--- src/design/bridge_window_pkg.sv ---
// Package with register map, field layout and request carrier for the memory window decode.
package bridge_window_pkg;

    localparam int ADDR_W = 8;
    localparam logic [7:0] OFS_MEM_WINDOW = 8'h20;
    localparam logic [7:0] OFS_PREFETCH_WINDOW = 8'h24;
    localparam logic [7:0] OFS_PREFETCH_BASE_HIGH = 8'h28;
    localparam logic [7:0] OFS_PREFETCH_LIMIT_HIGH = 8'h2C;

    localparam int BASE_LSB = 4;
    localparam int BASE_MSB = 15;
    localparam int LIMIT_LSB = 20;
    localparam int LIMIT_MSB = 31;
    localparam int PF_BASE_IND_LSB = 0;
    localparam int PF_LIMIT_IND_LSB = 16;
    localparam int WIN_FIELD_W = 12;
    localparam int WIN_LOW_W = 20;

    localparam logic [11:0] WIN_FIELD_RESET = 12'h000;
    localparam logic [31:0] HIGH_RESET = 32'h0000_0000;
    localparam logic [3:0] ADDR64_IND = 4'h1;
    localparam logic [19:0] WIN_LOW_BOTTOM = 20'h00000;
    localparam logic [19:0] WIN_LOW_TOP = 20'hFFFFF;

    typedef struct packed {
        logic valid;
        logic addr64;
        logic [63:0] addr;
    } mem_req_s;

    typedef struct packed {
        logic valid;
        logic hit_mem;
        logic hit_prefetch;
        logic forward;
    } mem_decode_s;

endpackage

--- src/design/window_compare.sv ---
// Range compare of one address against an expanded base and limit.
`timescale 1ns/1ps
module window_compare #(
    parameter int AW = 64
) (
    input wire logic [AW-1:0] i_addr,
    input wire logic [AW-1:0] i_bottom,
    input wire logic [AW-1:0] i_top,
    output logic o_hit
);
    // An inverted window (bottom above top) never matches since the two compares can never pass together.
    assign o_hit = (i_addr >= i_bottom) && (i_addr <= i_top);
endmodule

--- src/design/bridge_memory_window_decode.sv ---
// Memory and prefetchable window registers of a bridge port and the forward decode they drive.
//
// How it works
// - Memory base bits 15:4 are writable, give address 31:20, low bits zero, reset zero.
// - Memory limit bits 31:20 are writable, give address 31:20, low bits all ones.
// - Memory base and limit decide whether a memory request is forwarded.
// - Prefetch base bits 3:0 and limit bits 19:16 read 1h, showing 64-bit support.
// - Prefetch base bits 15:4 give bottom address 31:20; upper word gives 63:32.
// - Prefetch limit bits 31:20 give top address 31:20; upper word gives 63:32.
// - The 64-bit prefetch window decides whether memory reads and writes are forwarded.
// - Upper prefetch base at 28h is read-write, holds bottom 63:32, resets zero.
// - Upper prefetch limit at 2Ch is read-write, holds top 63:32, resets zero.
//
// The plain strobed port was decided locally.
`timescale 1ns/1ps
module bridge_memory_window_decode #(
    parameter int DATA_W = 32
) (
    input wire logic i_sys_clk,
    input wire logic i_nrst,
    input wire logic [bridge_window_pkg::ADDR_W-1:0] i_reg_addr,
    input wire logic [DATA_W-1:0] i_reg_wdata,
    input wire logic i_reg_wr,
    input wire logic i_reg_rd,
    output logic [DATA_W-1:0] o_reg_rdata,
    input wire bridge_window_pkg::mem_req_s i_req,
    output bridge_window_pkg::mem_decode_s o_decode
);

    logic [11:0] mem_window_base;
    logic [11:0] mem_window_limit;
    logic [11:0] prefetch_window_base;
    logic [11:0] prefetch_window_limit;
    logic [31:0] prefetch_base_high;
    logic [31:0] prefetch_limit_high;
    logic [31:0] next_rdata;
    logic [63:0] mem_bottom;
    logic [63:0] mem_top;
    logic [63:0] pf_bottom;
    logic [63:0] pf_top;
    logic [63:0] req_addr;
    logic mem_hit;
    logic pf_hit;

    logic wr_mem;
    logic wr_pf;
    logic wr_bh;
    logic wr_lh;
    assign wr_mem = i_reg_wr && (i_reg_addr == bridge_window_pkg::OFS_MEM_WINDOW);
    assign wr_pf = i_reg_wr && (i_reg_addr == bridge_window_pkg::OFS_PREFETCH_WINDOW);
    assign wr_bh = i_reg_wr && (i_reg_addr == bridge_window_pkg::OFS_PREFETCH_BASE_HIGH);
    assign wr_lh = i_reg_wr && (i_reg_addr == bridge_window_pkg::OFS_PREFETCH_LIMIT_HIGH);

    // Only the writable fields are stored, so reserved and fixed bits cannot take a write.
    always_ff @(posedge i_sys_clk or negedge i_nrst) begin
        if (!i_nrst) begin
            mem_window_base <= bridge_window_pkg::WIN_FIELD_RESET;
            mem_window_limit <= bridge_window_pkg::WIN_FIELD_RESET;
        end else if (wr_mem) begin
            mem_window_base <= i_reg_wdata[bridge_window_pkg::BASE_MSB:bridge_window_pkg::BASE_LSB];
            mem_window_limit <= i_reg_wdata[bridge_window_pkg::LIMIT_MSB:bridge_window_pkg::LIMIT_LSB];
        end
    end

    always_ff @(posedge i_sys_clk or negedge i_nrst) begin
        if (!i_nrst) begin
            prefetch_window_base <= bridge_window_pkg::WIN_FIELD_RESET;
            prefetch_window_limit <= bridge_window_pkg::WIN_FIELD_RESET;
        end else if (wr_pf) begin
            prefetch_window_base <= i_reg_wdata[bridge_window_pkg::BASE_MSB:bridge_window_pkg::BASE_LSB];
            prefetch_window_limit <= i_reg_wdata[bridge_window_pkg::LIMIT_MSB:bridge_window_pkg::LIMIT_LSB];
        end
    end

    always_ff @(posedge i_sys_clk or negedge i_nrst) begin
        if (!i_nrst) begin
            prefetch_base_high <= bridge_window_pkg::HIGH_RESET;
        end else if (wr_bh) begin
            prefetch_base_high <= i_reg_wdata[31:0];
        end
    end

    always_ff @(posedge i_sys_clk or negedge i_nrst) begin
        if (!i_nrst) begin
            prefetch_limit_high <= bridge_window_pkg::HIGH_RESET;
        end else if (wr_lh) begin
            prefetch_limit_high <= i_reg_wdata[31:0];
        end
    end

    always_comb begin
        next_rdata = '0;
        case (i_reg_addr)
            bridge_window_pkg::OFS_MEM_WINDOW: begin
                next_rdata = {mem_window_limit, 4'h0, mem_window_base, 4'h0};
            end
            bridge_window_pkg::OFS_PREFETCH_WINDOW: begin
                next_rdata = {prefetch_window_limit, bridge_window_pkg::ADDR64_IND,
                              prefetch_window_base, bridge_window_pkg::ADDR64_IND};
            end
            bridge_window_pkg::OFS_PREFETCH_BASE_HIGH: begin
                next_rdata = prefetch_base_high;
            end
            bridge_window_pkg::OFS_PREFETCH_LIMIT_HIGH: begin
                next_rdata = prefetch_limit_high;
            end
            default: begin
                next_rdata = '0;
            end
        endcase
    end

    // Read data stand only in the cycle after the strobe; otherwise the bus sees zero.
    always_ff @(posedge i_sys_clk or negedge i_nrst) begin
        if (!i_nrst) begin
            o_reg_rdata <= '0;
        end else if (i_reg_rd) begin
            o_reg_rdata <= next_rdata[DATA_W-1:0];
        end else begin
            o_reg_rdata <= '0;
        end
    end

    assign mem_bottom = {32'h0000_0000, mem_window_base, bridge_window_pkg::WIN_LOW_BOTTOM};
    assign mem_top = {32'h0000_0000, mem_window_limit, bridge_window_pkg::WIN_LOW_TOP};
    assign pf_bottom = {prefetch_base_high, prefetch_window_base,
                        bridge_window_pkg::WIN_LOW_BOTTOM};
    assign pf_top = {prefetch_limit_high, prefetch_window_limit,
                     bridge_window_pkg::WIN_LOW_TOP};
    // A 32-bit request carries zero in its upper word so it compares as a low 64-bit address.
    assign req_addr = i_req.addr64 ? i_req.addr : {32'h0000_0000, i_req.addr[31:0]};

    window_compare #(.AW(64)) u_mem_cmp (
        .i_addr(req_addr),
        .i_bottom(mem_bottom),
        .i_top(mem_top),
        .o_hit(mem_hit)
    );

    window_compare #(.AW(64)) u_pf_cmp (
        .i_addr(req_addr),
        .i_bottom(pf_bottom),
        .i_top(pf_top),
        .o_hit(pf_hit)
    );

    // Decode is registered so the answer stands one cycle after the request.
    always_ff @(posedge i_sys_clk or negedge i_nrst) begin
        if (!i_nrst) begin
            o_decode <= '0;
        end else begin
            o_decode.valid <= i_req.valid;
            o_decode.hit_mem <= i_req.valid && mem_hit;
            o_decode.hit_prefetch <= i_req.valid && pf_hit;
            o_decode.forward <= i_req.valid && (mem_hit || pf_hit);
        end
    end

    mem_reset_a: assert property (@(posedge i_sys_clk) $rose(i_nrst) |->
        o_reg_rdata == '0 && o_decode == '0)
        else $error("outputs not clear after reset");

    mem_rsvd_a: assert property (@(posedge i_sys_clk) disable iff (!i_nrst)
        i_reg_rd && i_reg_addr == bridge_window_pkg::OFS_MEM_WINDOW |=>
        o_reg_rdata[3:0] == 4'h0 && o_reg_rdata[19:16] == 4'h0)
        else $error("memory window reserved bits not zero");

    pf_ind_a: assert property (@(posedge i_sys_clk) disable iff (!i_nrst)
        i_reg_rd && i_reg_addr == bridge_window_pkg::OFS_PREFETCH_WINDOW |=>
        o_reg_rdata[3:0] == 4'h1 && o_reg_rdata[19:16] == 4'h1)
        else $error("prefetch indicator not 1h");

    mem_base_wr_a: assert property (@(posedge i_sys_clk) disable iff (!i_nrst)
        wr_mem ##1 (i_reg_rd && i_reg_addr == bridge_window_pkg::OFS_MEM_WINDOW) |=>
        o_reg_rdata[15:4] == $past(i_reg_wdata[15:4], 2))
        else $error("memory base readback wrong");

    mem_limit_wr_a: assert property (@(posedge i_sys_clk) disable iff (!i_nrst)
        wr_mem ##1 (i_reg_rd && i_reg_addr == bridge_window_pkg::OFS_MEM_WINDOW) |=>
        o_reg_rdata[31:20] == $past(i_reg_wdata[31:20], 2))
        else $error("memory limit readback wrong");

    base_high_a: assert property (@(posedge i_sys_clk) disable iff (!i_nrst)
        wr_bh ##1 (i_reg_rd && i_reg_addr == bridge_window_pkg::OFS_PREFETCH_BASE_HIGH) |=>
        o_reg_rdata == $past(i_reg_wdata, 2))
        else $error("upper base readback wrong");

    limit_high_a: assert property (@(posedge i_sys_clk) disable iff (!i_nrst)
        wr_lh ##1 (i_reg_rd && i_reg_addr == bridge_window_pkg::OFS_PREFETCH_LIMIT_HIGH) |=>
        o_reg_rdata == $past(i_reg_wdata, 2))
        else $error("upper limit readback wrong");

    mem_fwd_a: assert property (@(posedge i_sys_clk) disable iff (!i_nrst)
        i_req.valid && !i_req.addr64 && i_req.addr[31:20] >= mem_window_base &&
        i_req.addr[31:20] <= mem_window_limit |=> o_decode.forward && o_decode.hit_mem)
        else $error("memory window hit not forwarded");

    pf_fwd_a: assert property (@(posedge i_sys_clk) disable iff (!i_nrst)
        i_req.valid && i_req.addr64 &&
        i_req.addr[63:20] >= {prefetch_base_high, prefetch_window_base} &&
        i_req.addr[63:20] <= {prefetch_limit_high, prefetch_window_limit}
        |=> o_decode.hit_prefetch)
        else $error("prefetch window hit missed");

    empty_win_a: assert property (@(posedge i_sys_clk) disable iff (!i_nrst)
        mem_window_base > mem_window_limit && !pf_hit |=> !o_decode.forward)
        else $error("inverted window claimed an address");

    // A stale read word left on the bus would be taken for a second answer by the master.
    rd_idle_a: assert property (@(posedge i_sys_clk) disable iff (!i_nrst)
        !i_reg_rd |=> o_reg_rdata == '0)
        else $error("read data present without a read strobe");

    pf_base_wr_a: assert property (@(posedge i_sys_clk) disable iff (!i_nrst)
        wr_pf ##1 (i_reg_rd && i_reg_addr == bridge_window_pkg::OFS_PREFETCH_WINDOW) |=>
        o_reg_rdata[15:4] == $past(i_reg_wdata[15:4], 2))
        else $error("prefetch base readback wrong");

    pf_limit_wr_a: assert property (@(posedge i_sys_clk) disable iff (!i_nrst)
        wr_pf ##1 (i_reg_rd && i_reg_addr == bridge_window_pkg::OFS_PREFETCH_WINDOW) |=>
        o_reg_rdata[31:20] == $past(i_reg_wdata[31:20], 2))
        else $error("prefetch limit readback wrong");

    req_idle_a: assert property (@(posedge i_sys_clk) disable iff (!i_nrst)
        !i_req.valid |=> o_decode == '0)
        else $error("decode active without a request");

endmodule

--- config.mk ---
export PLATFORM = sky130hd
export DESIGN_NAME = bridge_memory_window_decode
export DESIGN_NICKNAME = d
export VERILOG_FILES = /design/src/design/bridge_window_pkg.sv /design/src/design/window_compare.sv /design/src/design/bridge_memory_window_decode.sv
export SDC_FILE = /design/constraint.sdc
export NUM_CORES = 1
export LEC_CHECK = 0
export ABC_AREA = 1
export BUFFER_PORTS_ARGS = -buffer_cell sky130_fd_sc_hd__buf_2
export CORE_ASPECT_RATIO = 1.2
export CORE_UTILIZATION = 45
export DETAILED_ROUTE_END_ITERATION = 12
export PLACE_DENSITY = 0.66
export RECOVER_POWER = 25
export SYNTH_ARGS = -nofsm -noshare
export SYNTH_HDL_FRONTEND = slang
export SYNTH_SLANG_ARGS = --single-unit
export TNS_END_PERCENT = 5
--- constraint.sdc ---
create_clock -name i_sys_clk -period 4.8 [get_ports i_sys_clk]
set_input_delay 0.72 -clock i_sys_clk [delete_from_list [all_inputs] [get_ports i_sys_clk]]
set_output_delay 0.72 -clock i_sys_clk [all_outputs]
set_load 0.02 [all_outputs]
==> flow_metrics.env <==
export IMPL_outcome="finished, violations left"
export IMPL_violations="capacitance limit, slew limit"
export IMPL_clock_skew_ps=5.53
export IMPL_critPathSlowestCell="nand2_2"
export IMPL_routed_top_layer="met4"
export IMPL_die_w_um=133
export IMPL_required_ps=5070
export IMPL_syn_cell_area_um2=9270
export IMPL_met3WireLength_um=1330
export IMPL_worstMarginPinSlew_ps=2020
export IMPL_power_density_nw_per_um2=285
export IMPL_holdCritPathClass="in2async"
export IMPL_met1Wirelength_um=11600
export IMPL_ir_worst_vdd_mv=0.249
export IMPL_p_total_mw=3.05
export IMPL_synth_cell_types=35
export IMPL_place_gp_congestion=0.878
export IMPL_crit_path_cell_trace="buf_2 > nor4_4 > nand4_4 > inv_2 > nand2_2 > nand2_1 > o21ai_1"
export IMPL_grt_overflow_total=0
export IMPL_vias_per_cell=5.17
export IMPL_placementRows=57
export IMPL_r2r_start="prefetch_window_limit[11]$_DFFE_PN0P_"
export IMPL_detail_route_antenna_nets=0
export IMPL_grt_total_usage=0.250
export IMPL_p_leak_nw=5.39
export IMPL_clk_pin_slew_ps=60
export IMPL_drt_iter0_drc=492
export IMPL_synth_nets=1410
export IMPL_fin_crit_ps=2890
export IMPL_timing_rr_end="o_decode[0]$_DFF_PN0_"
export IMPL_synth_area_per_cell_um2=7.76
export IMPL_hold_buffers=0
export IMPL_setup_viol_count_final=0
export IMPL_wl_met2_um=11700
export IMPL_num_vias=8272
export IMPL_max_slew_margin=-0.350
export IMPL_grt_pass1_wl_um=40800
export IMPL_synth_edf_count=0
export IMPL_grt_pass1_vias=7879
export IMPL_hold_violations=0
export IMPL_fmax_mhz=346
export IMPL_start_util=0.459
export IMPL_drt_first_pass_iters=5
export IMPL_placed_area_um2=10100
export IMPL_critPathArrivalTime_ps=3160
export IMPL_root_buffer="clkbuf_16"
export IMPL_cts_setup_buffers=0
export IMPL_core_um2=20200
export IMPL_finalCritPeriodShare=0.602
export IMPL_cts_buffers=17
export IMPL_die_area_um2=21200
export IMPL_syn_instance_count=1194
export IMPL_ctsHtreeMaxLevel=4
export IMPL_final_area_um2=10700
export IMPL_final_util=0.530
export IMPL_crit_type="in2reg"
export IMPL_seq_area_frac_synth=0.400
export IMPL_detailed_place_hpwl_um=19200
export IMPL_rsz0062_at_grt="no"
export IMPL_cts_resized=0
export IMPL_r2r_cells=10
export IMPL_cpPeakStageDelay_ps=670
export IMPL_synthArstFlopShare=1.00
export IMPL_die_h_um=159
export IMPL_crit_path_start_kind="input port"
export IMPL_maxSlewViolCount=38
export IMPL_route_detailed_drc=0
export IMPL_drive_gt1_frac=0.145
export IMPL_path_max_fanout=64
export IMPL_clk_path_buf_depth=2
export IMPL_critPathCapture="prefetch_limit_high[25]$_DFFE_PN0P_"
export IMPL_antenna_found_initial=0
export IMPL_synthFlopType="dfrtp_1"
export IMPL_clock_sinks=148
export IMPL_wire_per_inst_um=15.9
export IMPL_nets=1540
export IMPL_yosysWarnings=0
export IMPL_r2r_slack_ps=2710
export IMPL_end_kind="flop"
export IMPL_clk_latency_ps=430
export IMPL_cts_tree="yes"
export IMPL_tns_ps=0
export IMPL_ys_ff_latch=148
export IMPL_routed_wl_um=25400
export IMPL_area_delta_synth_final_pct=15.3
export IMPL_maxCapViolations=1
export IMPL_startpoint="i_reg_addr[4]"
export IMPL_grt_start_max_net_pins=70
export IMPL_io_buffers=145
export IMPL_num_io_pins=146
export IMPL_antennaDiodeCount=0
## registers in the layout, summed over array words and instances, names as in the netlist
register,cells
o_reg_rdata,32
prefetch_base_high,32
prefetch_limit_high,32
mem_window_base,12
mem_window_limit,12
prefetch_window_base,12
prefetch_window_limit,12
o_decode,4
## power by group
part           total [mW]  switching [mW]  internal (mW)
registers            1.33          0.0357           1.29
logic               0.445           0.276          0.169
clock network        1.27           0.524          0.748
## cells in the final DEF, fill, tap and decap left out, types with 3 or more instances in the layout
| master | synthesis | routed |
|---|---|---|
| nor2_1 | 65 | 65 |
| inv_1 | 212 | 212 |
| nand2_1 | 282 | 282 |
| nand2_2 | 3 | 3 |
| nand4_1 | 25 | 25 |
| a21oi_1 | 99 | 99 |
| nor3_1 | 9 | 9 |
| o21ai_1 | 91 | 91 |
| inv_2 | 4 | 4 |
| clkbuf_1 | 8 | 4 |
| clkbuf_16 | 0 | 17 |
| nand3_1 | 18 | 18 |
| o21ai_2 | 8 | 8 |
| ha_1 | 106 | 106 |
| nor4_1 | 5 | 5 |
| o21a_1 | 4 | 4 |
| o21ai_0 | 31 | 31 |
| o21bai_1 | 3 | 3 |
| clkbuf_8 | 0 | 3 |
| dfrtp_1 | 148 | 148 |
| o22ai_1 | 25 | 25 |
| buf_2 | 23 | 143 |
## Yosys cell counts (2+ instances only)
master	instances	area share
nand3b_1	2	0.0016
nand2_2	3	0.0020
buf_2	23	0.012
nand2_1	282	0.11
nand3_1	18	0.0097
and2_1	2	0.0013
o21ai_0	31	0.017
o21a_1	4	0.0032
inv_1	212	0.086
inv_2	4	0.0016
clkbuf_1	8	0.0032
buf_6	6	0.0073
o22ai_1	25	0.017
dfrtp_1	148	0.40
nand4_4	2	0.0046
o21ai_2	8	0.0076
a21oi_1	99	0.053
nor4_1	5	0.0034
nor2_1	65	0.026
a21o_1	2	0.0016
nand4_1	25	0.017
a21boi_0	2	0.0016
o21ai_1	91	0.049
o21bai_1	3	0.0024
ha_1	106	0.14
nor3_1	9	0.0049
## cells by family after synthesis
group,after synthesis,share of synthesized area
and+or+nand+nor,417,0.190
AOI/OAI and AO/OA,269,0.156
buffers and inverters,253,0.110
DFF,148,0.400
adders and majority gates,106,0.143
xor gates and xnor gates,1,0.000945
## layer usage
layer | GRT usage | vias up
li1 | - | 4139
met1 | 0.346 | 3864
met2 | 0.401 | 232
met3 | 0.0312 | 37
met4 | 0.0914 | 0
met5 | 0 | -
## worst min-delay path by stage
| stage | end | slack [ps] |
|---|---|---|
| CTS | o_reg_rdata[9]$_DFF_PN0_ | 320 |
| global route | o_reg_rdata[8]$_DFF_PN0_ | 350 |
| finish | o_reg_rdata[8]$_DFF_PN0_ | 290 |
| detailed placement | prefetch_base_high[31]$_DFFE_PN0P_ | 480 |
| floorplan | mem_window_base[0]$_DFFE_PN0P_ | 420 |
| global placement | prefetch_limit_high[20]$_DFFE_PN0P_ | 470 |
## cell type report
cell class | count | area [um2]
Clock inverter | 7 | 76.3
Sequential cell | 148 | 3700
Inverter | 216 | 811
Clock buffer | 22 | 474
Tap cell | 265 | 332
Fill cell | 1960 | 9500
Multi-Input combinational cell | 793 | 4540
Timing Repair Buffer | 148 | 749
## critical path: cells and delay by family
family                 cells  cell delay, ps
and+or+nand+nor            4            1940
buffers and inverters      2             370
AOI/OAI and AO/OA          1              90
## metrics by stage
step	worst slack [ps]	std cells	hold slack, ps
final	1910	1599	293
after global routing	1630	1599	347
after CTS	1890	1599	323
after detailed placement	1450	1570	479
after global placement	1600	1570	471
after floorplan	2320	1194	424
(Power assumes the default switching activity.)
